`config.mk`:
```
export PLATFORM = sky130hd
export DESIGN_NAME = uhrp_core
export DESIGN_NICKNAME = d
export VERILOG_FILES = /design/src/shared/uhrp_pkg.sv /design/src/rtl/uhrp_core.sv
export VERILOG_INCLUDE_DIRS = /design/src /design/src/shared
export SDC_FILE = /design/constraint.sdc
export NUM_CORES = 1
export LEC_CHECK = 0
export BUFFER_PORTS_ARGS = -buffer_cell sky130_fd_sc_hd__buf_4
export CORE_MARGIN = 3
export CORE_UTILIZATION = 55
export CTS_BUF_LIST = sky130_fd_sc_hd__clkbuf_8
export DETAILED_ROUTE_END_ITERATION = 8
export MAX_ROUTING_LAYER = met4
export PLACE_DENSITY = 0.73
export SLEW_MARGIN = 5
export SYNTH_ARGS = -nofsm -noshare
export SYNTH_HDL_FRONTEND = slang
export SYNTH_SLANG_ARGS = --single-unit
export TNS_END_PERCENT = 5
```
`constraint.sdc`:
```
create_clock -name pclk -period 9.6 [get_ports pclk]
set_clock_uncertainty 0.15 [all_clocks]
set_input_delay 0.48 -clock pclk [delete_from_list [all_inputs] [get_ports pclk]]
set_output_delay 0.48 -clock pclk [all_outputs]
set_load 0.005 [all_outputs]
```
`src/shared/uhrp_defines.svh`:
```
`ifndef UHRP_DEFINES_SVH
`define UHRP_DEFINES_SVH

// ***************
// Register indices (byte address = index * 4)
// ***************
`define UHRP_P0_DATA_IDX 8'hC0
`define UHRP_P0_ENABLES_IDX 8'hC1
`define UHRP_P1_DATA_IDX 8'hD0
`define UHRP_P1_ENABLES_IDX 8'hD1
`define UHRP_OFS_FIFO 8'h02
`define UHRP_OFS_LINE 8'h03
`define UHRP_OFS_STAT 8'h04

// ***************
// Field positions
// ***************
`define UHRP_ENABLES_USED 5
`define UHRP_LINE_DLAB 7
`define UHRP_FIFO_EN 0
`define UHRP_FIFO_CLR_RX 1
`define UHRP_FIFO_CLR_TX 2
`define UHRP_ST_RXD 0
`define UHRP_ST_TXE 1
`define UHRP_ST_LINE 2
`define UHRP_ST_MODEM 3
`define UHRP_ST_TXC 4
`define UHRP_ST_TOUT 5

// ***************
// Reset values and sizes
// ***************
`define UHRP_ENABLES_RST 8'h00
`define UHRP_LINE_RST 8'h00
`define UHRP_DIV_LO_RST 8'h02
`define UHRP_DIV_HI_RST 8'h00
`define UHRP_FIFO_DEPTH 5'h10
`define UHRP_SINGLE_DEPTH 5'h01

// ***************
// Pending source codes
// ***************
`define UHRP_CODE_LINE 3'h3
`define UHRP_CODE_RXD 3'h2
`define UHRP_CODE_TOUT 3'h6
`define UHRP_CODE_TXC 3'h5
`define UHRP_CODE_TXE 3'h1
`define UHRP_CODE_MODEM 3'h0

`endif

```
`src/shared/uhrp_pkg.sv`:
```
`default_nettype none
package uhrp_pkg;
	typedef enum logic [3:0] {
		TX_IDLE = 4'h1,
		TX_START = 4'h2,
		TX_DATA = 4'h4,
		TX_STOP = 4'h8
	} uhrp_tx_state_t;
endpackage
`default_nettype wire

```
`src/rtl/uhrp_core.sv`:
```
// Summary of operation
// (RL1) Reset returns all registers to defaults; interrupt enables clear to zero.
// (RL2) Writes to unused registers or bits are ignored; such reads return zero.
// (RL3) Software writes zero to reserved bits, including enable bits 7 to 5.
// (RL4) Short characters transmit only the low bits of the written byte.
// (RL5) Transmit port feeds a 16-byte FIFO; one byte deep when FIFO is off.
// (RL6) Short received characters sit in low bits, upper bits read zero.
// (RL7) Receive port reads the receive FIFO; one byte deep when FIFO is off.
// (RL8) Data ports and divisor low byte share index C0h, port 1 D0h.
// (RL9) Interrupt enables and divisor high byte share index C1h, port 1 D1h.
// (RL10) Enable bit 4 raises transmission complete when holding and shifter empty.
// (RL11) Enable bit 3 raises modem interrupt on any modem status input edge.
// (RL12) Enable bit 2 raises line interrupt on parity, framing, overrun, break.
// (RL13) Enable bit 1 raises transmit interrupt when transmit storage is empty.
// (RL14) Enable bit 0 enables receive data and receiver time-out interrupts.
// (RL15) Line control bit 7 steers shared indices to divisor bytes; resets to 0.
// (RL16) Only the highest-priority pending enabled source is reported.
// (RL17) Receive read pops the oldest byte; transmit write appends one byte.
// (RL18) Interrupt output stays high while any enabled source is pending.
//
// Design decision made here: register access over APB.
`include "uhrp_defines.svh"
`default_nettype none
module uhrp_core #(
	parameter bit PORT = 1'b0
) (
	input wire logic pclk,
	input wire logic presetn,
	input wire logic psel,
	input wire logic penable,
	input wire logic pwrite,
	input wire logic [9:0] paddr,
	input wire logic [31:0] pwdata,
	output logic [31:0] prdata,
	output logic pready,
	output logic pslverr,
	output logic txd,
	output logic baud_tick,
	output logic [1:0] char_len,
	input wire logic rx_byte_valid,
	input wire logic [7:0] rx_byte,
	input wire logic rx_parity_err,
	input wire logic rx_framing_err,
	input wire logic rx_break,
	input wire logic rx_timeout,
	input wire logic [3:0] modem_status,
	output logic irq
);
	// ***************
	// Bus decode
	// ***************
	logic [7:0] base;
	logic [7:0] idx;
	logic acc_wr;
	logic setup;
	logic hit_data, hit_ier, hit_fifo, hit_line, hit_stat;
	logic dlab;
	logic [7:0] interrupt_enables;
	logic [7:0] line_control;
	logic [7:0] divisor_low_byte;
	logic [7:0] divisor_high_byte;
	logic fifo_en;
	logic [5:0] status;
	logic [5:0] pending;
	logic [2:0] pending_source_code;
	logic [4:0] cap;

	assign base = PORT ? `UHRP_P1_DATA_IDX : `UHRP_P0_DATA_IDX;
	assign idx = paddr[9:2];
	assign setup = psel & ~penable;
	assign acc_wr = psel & penable & pwrite;
	assign hit_data = (idx == base); // see (RL8)
	assign hit_ier = (idx == base + 8'h01); // see (RL9)
	assign hit_fifo = (idx == base + `UHRP_OFS_FIFO);
	assign hit_line = (idx == base + `UHRP_OFS_LINE);
	assign hit_stat = (idx == base + `UHRP_OFS_STAT);
	assign dlab = line_control[`UHRP_LINE_DLAB]; // see (RL15)
	assign pready = 1'b1;
	assign pslverr = 1'b0;
	assign char_len = line_control[1:0];
	assign cap = fifo_en ? `UHRP_FIFO_DEPTH : `UHRP_SINGLE_DEPTH; // see (RL5)

	// ***************
	// Configuration registers
	// ***************
	logic div_wr;
	assign div_wr = acc_wr & dlab & (hit_data | hit_ier);

	always_ff @(posedge pclk or negedge presetn) begin
		if (!presetn) begin
			interrupt_enables <= `UHRP_ENABLES_RST; // see (RL1)
			line_control <= `UHRP_LINE_RST; // see (RL15)
			divisor_low_byte <= `UHRP_DIV_LO_RST;
			divisor_high_byte <= `UHRP_DIV_HI_RST;
			fifo_en <= 1'b0;
		end else if (acc_wr) begin
			if (hit_ier && !dlab)
				interrupt_enables <= {3'b000, pwdata[4:0]}; // see (RL2)
			if (hit_ier && dlab)
				divisor_high_byte <= pwdata[7:0];
			if (hit_data && dlab)
				divisor_low_byte <= pwdata[7:0];
			if (hit_line)
				line_control <= pwdata[7:0];
			if (hit_fifo)
				fifo_en <= pwdata[`UHRP_FIFO_EN];
		end
	end

	// ***************
	// Baud divider
	// ***************
	logic [15:0] baud_cnt;
	assign baud_tick = (baud_cnt == 16'h0001);

	always_ff @(posedge pclk or negedge presetn) begin
		if (!presetn)
			baud_cnt <= 16'h0000;
		else if (div_wr)
			baud_cnt <= 16'h0000;
		else if (baud_cnt == 16'h0000 || baud_tick)
			baud_cnt <= {divisor_high_byte, divisor_low_byte};
		else
			baud_cnt <= baud_cnt - 16'h0001;
	end

	// ***************
	// Transmit FIFO
	// ***************
	logic [7:0] tx_mem [16];
	logic [3:0] tx_wp, tx_rp;
	logic [4:0] tx_cnt;
	logic tx_push, tx_pop, tx_clr;
	logic rx_clr;

	assign tx_clr = acc_wr & hit_fifo & pwdata[`UHRP_FIFO_CLR_TX];
	assign rx_clr = acc_wr & hit_fifo & pwdata[`UHRP_FIFO_CLR_RX];
	// A byte written while storage is full is dropped
	assign tx_push = acc_wr & hit_data & ~dlab & (tx_cnt < cap); // see (RL17)

	always_ff @(posedge pclk) begin
		if (tx_push)
			tx_mem[tx_wp] <= pwdata[7:0]; // see (RL5)
	end

	always_ff @(posedge pclk or negedge presetn) begin
		if (!presetn) begin
			tx_wp <= 4'h0;
			tx_rp <= 4'h0;
			tx_cnt <= 5'h00;
		end else if (tx_clr) begin
			tx_wp <= 4'h0;
			tx_rp <= 4'h0;
			tx_cnt <= 5'h00;
		end else begin
			if (tx_push)
				tx_wp <= tx_wp + 4'h1;
			if (tx_pop)
				tx_rp <= tx_rp + 4'h1;
			if (tx_push && !tx_pop)
				tx_cnt <= tx_cnt + 5'h01;
			else if (tx_pop && !tx_push)
				tx_cnt <= tx_cnt - 5'h01;
		end
	end

	// ***************
	// Transmit shifter
	// ***************
	uhrp_pkg::uhrp_tx_state_t tx_state;
	logic [7:0] tx_shift;
	logic [2:0] tx_bit;
	logic [2:0] last_bit;

	assign last_bit = {1'b1, char_len}; // Last data bit index, 4 to 7
	assign tx_pop = (tx_state == uhrp_pkg::TX_IDLE) & (tx_cnt != 5'h00)
		& ~tx_clr;

	always_ff @(posedge pclk or negedge presetn) begin
		if (!presetn) begin
			tx_state <= uhrp_pkg::TX_IDLE;
			tx_shift <= 8'h00;
			tx_bit <= 3'h0;
			txd <= 1'b1;
		end else begin
			case (tx_state)
			uhrp_pkg::TX_IDLE: begin
				// Start bit leaves with the load, so no tick misses it
				txd <= ~tx_pop;
				if (tx_pop) begin
					tx_shift <= tx_mem[tx_rp];
					tx_state <= uhrp_pkg::TX_START;
				end
			end
			uhrp_pkg::TX_START: begin
				txd <= 1'b0;
				if (baud_tick) begin
					tx_bit <= 3'h0;
					tx_state <= uhrp_pkg::TX_DATA;
				end
			end
			uhrp_pkg::TX_DATA: begin
				txd <= tx_shift[0];
				if (baud_tick) begin
					tx_shift <= {1'b0, tx_shift[7:1]};
					tx_bit <= tx_bit + 3'h1;
					// Upper bits of short characters are never sent
					if (tx_bit == last_bit) // see (RL4)
						tx_state <= uhrp_pkg::TX_STOP;
				end
			end
			uhrp_pkg::TX_STOP: begin
				txd <= 1'b1;
				if (baud_tick)
					tx_state <= uhrp_pkg::TX_IDLE;
			end
			default: tx_state <= uhrp_pkg::TX_IDLE;
			endcase
		end
	end

	// ***************
	// Receive FIFO
	// ***************
	logic [7:0] rx_mem [16];
	logic [3:0] rx_wp, rx_rp;
	logic [4:0] rx_cnt;
	logic rx_push, rx_pop, rx_pop_arm, overrun;
	logic [7:0] rx_mask;

	assign rx_push = rx_byte_valid & (rx_cnt < cap) & ~rx_clr; // see (RL7)
	assign overrun = rx_byte_valid & (rx_cnt >= cap);
	// Pop only a byte that was visible when read data was captured
	assign rx_pop = psel & penable & ~pwrite & hit_data & ~dlab
		& rx_pop_arm; // see (RL17)
	assign rx_mask = 8'hFF >> (2'h3 - char_len);

	always_ff @(posedge pclk) begin
		if (rx_push)
			rx_mem[rx_wp] <= rx_byte;
	end

	always_ff @(posedge pclk or negedge presetn) begin
		if (!presetn) begin
			rx_wp <= 4'h0;
			rx_rp <= 4'h0;
			rx_cnt <= 5'h00;
		end else if (rx_clr) begin
			rx_wp <= 4'h0;
			rx_rp <= 4'h0;
			rx_cnt <= 5'h00;
		end else begin
			if (rx_push)
				rx_wp <= rx_wp + 4'h1;
			if (rx_pop)
				rx_rp <= rx_rp + 4'h1;
			if (rx_push && !rx_pop)
				rx_cnt <= rx_cnt + 5'h01;
			else if (rx_pop && !rx_push)
				rx_cnt <= rx_cnt - 5'h01;
		end
	end

	// ***************
	// Interrupt events and status
	// ***************
	logic [3:0] modem_prev;
	logic tx_empty_prev, tx_done_prev;
	logic tx_empty, tx_done;
	logic [5:0] set_ev, clr_ev, mask;

	assign tx_empty = (tx_cnt == 5'h00);
	assign tx_done = tx_empty & (tx_state == uhrp_pkg::TX_IDLE);
	assign set_ev[`UHRP_ST_RXD] = rx_push; // see (RL14)
	assign set_ev[`UHRP_ST_TXE] = tx_empty & ~tx_empty_prev; // see (RL13)
	assign set_ev[`UHRP_ST_LINE] = overrun | (rx_byte_valid
		& (rx_parity_err | rx_framing_err | rx_break)); // see (RL12)
	assign set_ev[`UHRP_ST_MODEM] = |(modem_status ^ modem_prev); // see (RL11)
	assign set_ev[`UHRP_ST_TXC] = tx_done & ~tx_done_prev; // see (RL10)
	assign set_ev[`UHRP_ST_TOUT] = rx_timeout; // see (RL14)
	assign clr_ev = (acc_wr & hit_stat) ? pwdata[5:0] : 6'h00;
	assign mask = {interrupt_enables[0], interrupt_enables[4:0]};
	assign pending = status & mask;

	always_ff @(posedge pclk or negedge presetn) begin
		if (!presetn) begin
			modem_prev <= 4'h0;
			tx_empty_prev <= 1'b1;
			tx_done_prev <= 1'b1;
		end else begin
			modem_prev <= modem_status;
			tx_empty_prev <= tx_empty;
			tx_done_prev <= tx_done;
		end
	end

	// Set wins over a simultaneous write-one clear
	always_ff @(posedge pclk or negedge presetn) begin
		if (!presetn)
			status <= 6'h00;
		else
			status <= (status & ~clr_ev) | set_ev;
	end

	always_ff @(posedge pclk or negedge presetn) begin
		if (!presetn)
			irq <= 1'b0;
		else
			irq <= |pending; // see (RL18)
	end

	always_comb begin
		if (pending[`UHRP_ST_LINE]) // see (RL16)
			pending_source_code = `UHRP_CODE_LINE;
		else if (pending[`UHRP_ST_RXD])
			pending_source_code = `UHRP_CODE_RXD;
		else if (pending[`UHRP_ST_TOUT])
			pending_source_code = `UHRP_CODE_TOUT;
		else if (pending[`UHRP_ST_TXC])
			pending_source_code = `UHRP_CODE_TXC;
		else if (pending[`UHRP_ST_TXE])
			pending_source_code = `UHRP_CODE_TXE;
		else
			pending_source_code = `UHRP_CODE_MODEM;
	end

	// ***************
	// Read data, captured in the setup cycle
	// ***************
	always_ff @(posedge pclk or negedge presetn) begin
		if (!presetn) begin
			prdata <= 32'h0000_0000;
			rx_pop_arm <= 1'b0;
		end else if (setup) begin
			rx_pop_arm <= hit_data & ~dlab & ~pwrite & (rx_cnt != 5'h00);
			prdata <= 32'h0000_0000; // see (RL2)
			if (!pwrite) begin
				if (hit_data && dlab)
					prdata[7:0] <= divisor_low_byte;
				else if (hit_data && rx_cnt != 5'h00)
					prdata[7:0] <= rx_mem[rx_rp] & rx_mask; // see (RL6)
				else if (hit_ier && dlab)
					prdata[7:0] <= divisor_high_byte;
				else if (hit_ier)
					prdata[7:0] <= interrupt_enables;
				else if (hit_fifo)
					prdata[7:0] <= {fifo_en, 3'b000,
						pending_source_code, ~|pending};
				else if (hit_line)
					prdata[7:0] <= line_control;
				else if (hit_stat)
					prdata[5:0] <= status;
			end
		end
	end
endmodule // uhrp_core
`default_nettype wire

```
### Word-level counts from Yosys, hierarchy flattened

Memory sizes are Yosys's and may differ from the RTL's.
Cells that the tools add are included.

* register bits after elaboration: 110
* RAM bits: 256
* input port bits: 64
* output and inout bits: 39
* word-level logic and storage cells: 189
* memories: 2

Memories
* rx_mem: words 16, width 8, read ports 1, clocked after Yosys merged registers in 0, write ports 1, line uhrp_core.sv:225 `logic [7:0] rx_mem [16];`
* tx_mem: words 16, width 8, read ports 1, clocked after Yosys merged registers in 0, write ports 1, line uhrp_core.sv:130 `logic [7:0] tx_mem [16];`

* $add $sub $neg: 11
* $lt $le $gt $ge: 3
* eq/ne operators: 16
* shift operators: 1
* muxes and demuxes: 49
* bitwise logic cells: 46
* reduce and logical (&&, ||, !) cells: 38

Operator list (number)
* 8-bit 2-to-1 mux: 8
* 4-bit 2-to-1 mux: 13
* 8-bit equality test (second input constant): 5
* 5-bit 2-to-1 mux: 7
* 16-bit 2-to-1 mux: 2
* 1-bit bitwise AND: 28
* 3-bit 2-to-1 mux: 6
* 6-bit 2-to-1 mux: 3
* 4-bit by 1-bit adder with 4-bit output (second input constant): 4
* 16-bit by 1-bit equality test with 1-bit output (second input constant): 1
* 16-bit logical NOT: 1
* 4-bit case mux with 4 select lines: 1
* 8-bit case mux with 2 select lines: 1
* 16-bit by 1-bit subtractor with 16-bit output (second input constant): 1
* 6-bit bitwise AND: 2
* 2-bit nonzero test: 6
* 5-bit by 1-bit adder with 5-bit output (second input constant): 2
* 5-bit < comparator: 2
* 2-bit != test (second input constant): 5
* 2-bit AND reduction: 5
* 5-bit nonzero test: 2
* 5-bit by 1-bit subtractor with 5-bit output (second input constant): 2
* 8-bit bitwise AND: 1
* 1-bit logical AND: 8
* 27 further kinds: 48

### Longest topological paths before layout

Gate-level depths: netlist of run 1.

* depth in word-level cells: 12
* mapped depth: 12
* gate-level depth less buffers: 12

### Least setup slack after synthesis of run 1

Ideal clock, no wire load.

* kind: register to register
* from: register fifo_en
* to: register rx_cnt[4]
* setup time: 0.086 ns
* data arrival time: 3.217 ns
* data required time: 9.364 ns
* setup slack: 6.147 ns
* stages on the path, launching flop included: 13
* buffers on the path: 0
* period minus slack after synthesis: 3.453 ns
* cells stage by stage: dfrtp_1 inv_1 ha_1 or4b_2 a211o_1 a21oi_1 nand2b_1 fa_1 a21o_1 a21oi_1 and3_1 nor3_1 nor3_1

* word-level cells in the longest chain between the ends: 7
* elaborated cells on any way between the ends: 10
* classes of those cells: order compare (1); mux (3); bitwise (2); reduce/logical (4)

RTL lines
* start, declared: line uhrp_core.sv:62 `logic fifo_en;`
* start signal, assigned: line uhrp_core.sv:106 `` fifo_en <= pwdata[`UHRP_FIFO_EN]; ``
* 5-bit 2-to-1 mux (no source line) *
* 5-bit < comparator *: line uhrp_core.sv:231 `assign rx_push = rx_byte_valid & (rx_cnt < cap) & ~rx_clr;`
* 1-bit bitwise AND * (2 in series): line uhrp_core.sv:231
* 1-bit logical AND / 1-bit logical NOT (equally long branches): line uhrp_core.sv:257, uhrp_core.sv:259
* 5-bit 2-to-1 mux / 1-bit logical AND (equally long branches): line uhrp_core.sv:257, uhrp_core.sv:259
* 5-bit 2-to-1 mux / 3-bit nonzero test (equally long branches)
* end signal, assigned: line uhrp_core.sv:258 `rx_cnt <= rx_cnt + 5'h01;`
* end signal, assigned: line uhrp_core.sv:260 `rx_cnt <= rx_cnt - 5'h01;`
* end, declared: line uhrp_core.sv:227 `logic [4:0] rx_cnt;`

Mark *: on every way between the ends. The rest lies on a longest branch, timed or not.
A chain may end at the register's enable or synchronous reset.

### Worst setup path after layout of run 1

Same ends and word-level chain as after synthesis.

==> impl_metrics.env, run 1 <==
export IMPL_outcome="finished clean"
export IMPL_power_per_cell_area_nw_per_um2=214
export IMPL_post_synth_most_frequent_cells="256 x edfxtp_1, 105 x dfrtp_1, 79 x nor2_1"
export IMPL_grt_pass1_wl_microns=53800
export IMPL_synth_edf_count=256
export IMPL_design_area_sq_um=18100
export IMPL_path_cells="inv_1 > ha_1 > or4b_2 > a211o_1 > a21oi_1 > nand2b_1 > fa_1 > a21o_1 > a21oi_1 > nor3_1 > o21a_1 > nor3_1"
export IMPL_grt_pass1_vias=9470
export IMPL_hold_depth=1
export IMPL_gp_congestion=0.935
export IMPL_synth_seq_cells=366
export IMPL_slew_headroom=0.215
export IMPL_timing_final_hold_violations=0
export IMPL_cp_start_kind="flop"
export IMPL_finalSetupTns_ns=0
export IMPL_synth_main_ff_cell="edfxtp_1"
export IMPL_drive_gt1_frac=0.219
export IMPL_path_clk_slew_ns=0.06
export IMPL_end_kind="flop"
export IMPL_crit_slowest_cell="or4b_2"
export IMPL_antenna_found_initial=0
export IMPL_r2r_slack_ns=5.48
export IMPL_hpwl_microns=22400
export IMPL_ys_warn_count=0
export IMPL_diodes=0
export IMPL_hold_path_end="rx_mem[0][1]"
export IMPL_drc=0
export IMPL_cts_inserted_buffers=57
export IMPL_ir_drop_mv=0.166
export IMPL_report_final_slew_viol_count=0
export IMPL_yosysSeqAreaShare=0.641
export IMPL_min_period_ns=4.12
export IMPL_grt_use_total=0.229
export IMPL_clock_sinks=366
export IMPL_synth_top_area_share=0.472
export IMPL_vias_per_cell=5.94
export IMPL_crit_type="flop to flop"
export IMPL_critPathTopFamily="compound AO/OA/AOI/OAI gates"
export IMPL_rows=62
export IMPL_whs_ns=0.0368
export IMPL_dr_pass1_iters=5
export IMPL_final_antenna_net_count=0
export IMPL_die_x_microns=178
export IMPL_htreeDepth=2
export IMPL_r2r_start="fifo_en"
export IMPL_insertion_delay_ns=0.60
export IMPL_io_pins=103
export IMPL_cts_root_buf="clkbuf_8"
export IMPL_synthToLayoutAreaGrowth_pct=11.3
export IMPL_arrival_ns=4.46
export IMPL_detailed_place_area_sq_um=16900
export IMPL_grt_max_degree=62
export IMPL_max_freq_ghz=0.243
export IMPL_setup_violations=0
export IMPL_start_util=0.563
export IMPL_drv_cap=0
export IMPL_nets=1250
export IMPL_cts_buffer_depth=3
export IMPL_dieArea_sq_um=31700
export IMPL_cts_tree="done"
export IMPL_yosysMostFrequentCell="edfxtp_1"
export IMPL_worst_pin_slew_ns=1.17
export IMPL_p_leak_nw=6.60
export IMPL_worst_ep_required_time_ns=9.95
export IMPL_overflow=0
export IMPL_portBuffers=50
export IMPL_crit_buf_inv=1
export IMPL_hold_class="input pin to flop"
export IMPL_synth_distinct_cells=70
export IMPL_worstHoldStart="rx_byte[1]"
export IMPL_syn_avg_cell_area_sq_um=15.1
export IMPL_reg2reg_depth=12
export IMPL_syn_area_sq_um=16300
export IMPL_timing_rr_end="rx_cnt[4]"
export IMPL_synthArstFlopShare=0.301
export IMPL_period_share=0.429
export IMPL_routedWlPerCell_microns=21.5
export IMPL_rsz0062_at_grt="false"
export IMPL_yosys_area_top_type="edfxtp_1"
export IMPL_design_core_area_sq_um=28900
export IMPL_dieHeight_microns=178
export IMPL_syn_instance_count=1079
export IMPL_max_stage_delay_ns=0.63
export IMPL_synth_area_top_cells="edfxtp_1 47%, dfrtp_1 16%, mux4_2 10%, mux2_2 2.1%, ha_1 1.8%"
export IMPL_cts_resized=0
export IMPL_num_vias=9451
export IMPL_first_iter_violations=823
export IMPL_worstPathMaxFanout=8
export IMPL_drt_wl_total_microns=34100
## layer usage
metal / share of wire / GRT usage
met1: 0.42 / 0.308
met2: 0.51 / 0.371
met3: 0.053 / 0.0362
met4: 0.014 / 0.0560
met5: 0 / -
## where the power goes
| group | internal (W) | switching (W) | total (W) |
|---|---|---|---|
| clock | 0.000634 | 0.000590 | 0.00122 |
| sequential | 0.00180 | 0.000104 | 0.00191 |
| combinational | 0.000368 | 0.000387 | 0.000755 |
| total | 0.00281 | 0.00108 | 0.00389 |
## registers in the layout (all words and copies together) (netlist names), 3 cells and up
| signal | cells |
|---|---|
| rx_cnt | 5 |
| tx_mem | 128 |
| tx_wp | 4 |
| tx_cnt | 5 |
| rx_rp | 4 |
| divisor_high_byte | 8 |
| modem_prev | 4 |
| line_control | 8 |
| rx_wp | 4 |
| status | 6 |
| interrupt_enables | 5 |
| tx_rp | 4 |
| divisor_low_byte | 8 |
| tx_shift | 8 |
| tx_bit | 3 |
| baud_cnt | 16 |
| tx_state | 4 |
| rx_mem | 128 |
| prdata | 8 |
## worst register-to-register path, stage by stage, from the launching register on
cell,delay (ns)
dfrtp_1,0.42
inv_1,0.17
ha_1,0.18
or4b_2,0.63
a211o_1,0.43
a21oi_1,0.50
nand2b_1,0.28
fa_1,0.47
a21o_1,0.20
a21oi_1,0.17
nor3_1,0.08
o21a_1,0.21
nor3_1,0.13
## per-stage QoR
step | power, W | cells | utilization | setup WS (ns)
6_report | 0.00389 | 1591 | 0.627 | 5.48
5_1_grt | 0.00410 | 1591 | 0.627 | 5.19
4_1_cts | 0.00393 | 1591 | 0.627 | 5.52
3_5_place_dp | 0.00270 | 1474 | 0.585 | 5.61
3_3_place_gp | 0.00268 | 1474 | 0.585 | 5.65
2_1_floorplan | 0.00248 | 1103 | - | 6.15
## repair_timing
item / 4_1_cts / 5_1_grt
buffers inserted: 0 / 0
hold endpoints to repair: 108 / 0
hold buffers: 11 / 0
## layout by cell type, fill, tap and decap left out, drive strengths merged, types with 22 or more instances in the layout
cell	instances
edfxtp	256
dfrtp	105
nor2	79
mux4	74
buf	67
clkbuf	63
inv	48
nand2	45
o21ai	30
a21oi	30
mux2	30
conb	26
and2	24
ha	24
nor3	22
## cells by family after synthesis
logic type | count (synthesis) | share of synthesized area
compound gates | 149 | 0.0616
xor+xnor | 34 | 0.0183
fa+ha+maj | 26 | 0.0209
buf+inv | 102 | 0.0317
flops | 366 | 0.641
mux | 122 | 0.134
other cells | 2 | 0.000461
simple gates | 278 | 0.0916
## worst max-delay path by stage
stage                      endpoint  slack [ns]  depth (start not counted)    start
after floorplan           rx_cnt[4]        6.15                         12  fifo_en
after global placement    rx_cnt[4]        5.65                         12  fifo_en
after detailed placement  rx_cnt[4]        5.61                         12  fifo_en
after CTS                 rx_cnt[4]        5.52                         12  fifo_en
after global routing      rx_cnt[4]        5.19                         12  fifo_en
final                     rx_cnt[4]        5.48                         12  fifo_en
## area by class of cell
class                   count  area [sq um]
flip-flops and latches    366         10400
clock buffers              63           867
repair buffers             78           613
well taps                 384           480
clock inverters            43           225
inverters                  22          82.6
multi-input cells         635          5420
fillers                  2144         10800
(Power assumes the default switching activity.)
==> run 2: changes to the inputs <==
==> constraint.sdc (replaced) <==
create_clock -name pclk -period 4.25 [get_ports pclk]
set_clock_uncertainty 0.15 [all_clocks]
set_input_delay 0.2125 -clock pclk [delete_from_list [all_inputs] [get_ports pclk]]
set_output_delay 0.2125 -clock pclk [all_outputs]
set_load 0.005 [all_outputs]
==> run 2 against run 1 <==
Against the previous run: clock power grew to 2.5 times the previous value; power grew 140%; critical path depth grew 1; first-iteration DRC count grew 36%; count of clock-buffer cells in the layout grew 4; final area grew 2.6%; final cell count grew 2.3%; critical path type is now input pin to flop; non-clock buffer count grew 32; combinational power grew 120%.
==> impl_metrics.env, run 2 (synthesis gave the netlist of run 1 again) <==
export IMPL_crit_buf_inv=3
export IMPL_cts_tree="done"
export IMPL_final_cell_mix="256 x edfxtp_1, 102 x dfrtp_1, 79 x nor2_1, 74 x mux4_2, 73 x buf_4"
export IMPL_ir_drop_mv=0.317
export IMPL_path_cells="dlygate4sd3_1 > buf_4 > or2_2 > dlygate4sd3_1 > nor4_1 > a21oi_1 > nand2b_1 > ha_1 > a21o_1 > a21oi_1 > and3_1 > nor3_1 > nor3_1"
export IMPL_grt_pass1_vias=9763
export IMPL_portBuffers=50
export IMPL_vias_per_cell=5.94
export IMPL_timing_final_hold_violations=0
export IMPL_overflow=0
export IMPL_drive_gt1_frac=0.226
export IMPL_rsz0062_at_grt="false"
export IMPL_detailed_place_area_sq_um=17000
export IMPL_cp_start_kind="input pin"
export IMPL_grt_use_total=0.235
export IMPL_io_pins=103
export IMPL_dieHeight_microns=178
export IMPL_diodes=0
export IMPL_hpwl_microns=23000
export IMPL_dieArea_sq_um=31700
export IMPL_drt_wl_total_microns=35400
export IMPL_reg_top3="rx_mem: 128 flops, tx_mem: 128 flops, baud_cnt: 16 flops"
export IMPL_multi_input_area_sq_um=5420
export IMPL_cts_resized=0
export IMPL_arrival_ns=4.22
export IMPL_cts_inserted_buffers=59
export IMPL_rows=62
export IMPL_crit_slowest_cell="nor4_1"
export IMPL_drc=0
export IMPL_power_frac_clock=0.338
export IMPL_power_switching_w=0.00256
export IMPL_slew_headroom=0.207
export IMPL_p_leak_nw=6.80
export IMPL_final_antenna_net_count=0
export IMPL_synthToLayoutAreaGrowth_pct=14.2
export IMPL_end_kind="flop"
export IMPL_report_final_slew_viol_count=0
export IMPL_regArea_sq_um=10500
export IMPL_power_per_cell_area_nw_per_um2=494
export IMPL_worst_ep_required_time_ns=4.60
export IMPL_routedWlPerCell_microns=21.7
export IMPL_cts_root_buf="clkbuf_8"
export IMPL_design_area_sq_um=18600
export IMPL_seqPwrFrac=0.482
export IMPL_p_int_w=0.00664
export IMPL_worstPathMaxFanout=5
export IMPL_final_common_cell="edfxtp_1"
export IMPL_dr_pass1_iters=6
export IMPL_p_comb_frac=0.179
export IMPL_design_core_area_sq_um=28900
export IMPL_crit_type="input pin to flop"
export IMPL_utilization=0.643
export IMPL_outcome="finished clean"
export IMPL_nets=1284
export IMPL_period_share=0.910
export IMPL_grt_pass1_wl_microns=55500
export IMPL_path_clk_slew_ns=0.06
export IMPL_max_freq_ghz=0.258
export IMPL_first_iter_violations=1120
export IMPL_setup_slack_ns=0.381
export IMPL_drv_cap=0
export IMPL_die_x_microns=178
export IMPL_fillCellCount=2071
export IMPL_swShare=0.278
export IMPL_worst_pin_slew_ns=1.18
export IMPL_cts_buffer_depth=3
export IMPL_critPathTopFamily="simple AND/OR/NAND/NOR gates"
export IMPL_pre_cts_ws_ns=0.670
export IMPL_setup_violations=0
export IMPL_htreeDepth=2
export IMPL_hold_class="input pin to flop"
export IMPL_grt_max_degree=52
export IMPL_clock_sinks=366
export IMPL_antenna_found_initial=0
export IMPL_finalSetupTns_ns=0
export IMPL_max_stage_delay_ns=0.93
export IMPL_min_period_ns=3.87
export IMPL_whs_ns=0.135
export IMPL_num_vias=9678
export IMPL_post_cts_buffers=0
export IMPL_gp_congestion=0.899
export IMPL_insertion_delay_ns=0.62
export IMPL_start_util=0.563
[run 2: cell count changes in the layout (fill, tap and decap cells not counted)]
cell,before,now
buf_4,67,73
dfrtp_2,2,3
dfrtp_1,103,102
inv_12,2,1
inv_1,46,41
dlygate4sd3_1,11,35
clkbuf_8,63,67
inv_16,0,1
buf_12,0,2
clkinv_1,8,10
bufinv_16,1,4
inv_6,0,1
[run 2: layout make-up]
type | instances | share of cell area
clock buffers | 67 | 0.0496
clock inverters | 44 | 0.0170
inverters | 22 | 0.00444
multi-input cells | 635 | 0.291
flip-flops and latches | 366 | 0.562
well taps | 384 | 0.0258
repair buffers | 110 | 0.0504
[run 2: what timing repair did]
action,CTS,global route
hold endpoints to repair,363,0
hold buffers,36,0
endpoints found under the setup margin,0,0
[run 2: power by group through the flow]
stage               registers [W]  logic [W]  clock network [W]
finish                    0.00443    0.00165            0.00311
global route              0.00448    0.00180            0.00333
CTS                       0.00443    0.00165            0.00317
detailed placement        0.00450    0.00162                  0
global placement          0.00449    0.00156                  0
floorplan                 0.00426    0.00135                  0
[run 2: metrics by stage]
step / instances / power [W]
final: 1628 / 0.00920
after global routing: 1628 / 0.00961
after CTS: 1628 / 0.00926
after detailed placement: 1481 / 0.00612
after global placement: 1481 / 0.00605
after floorplan: 1103 / 0.00561
[run 2: per-layer routing]
metal,part of all wire,global-route usage
met1,0.43,0.318
met2,0.50,0.381
met3,0.051,0.0362
met4,0.019,0.0576
met5,0,-
[run 2: worst paths after layout]
kind,to,from,slack [ns],cells past startpoint
worst max-delay path,rx_cnt[4],paddr[6],0.38,13
worst min register to register,prdata[5],prdata[5],0.34,2
max in group asynchronous,line_control[1],presetn,2.70,4
worst min-delay path,tx_cnt[4],paddr[7],0.13,6
worst max register to register,rx_cnt[4],fifo_en,0.54,12
min in group asynchronous,tx_shift[3],presetn,0.53,4
[run 2: tightest hold or removal path, stage by stage]
cell and delay [ns]:
buf_4 0.09, nor2_1 0.04, buf_4 0.15, nand4_1 0.14, nand2b_1 0.07, mux2i_1 0.12
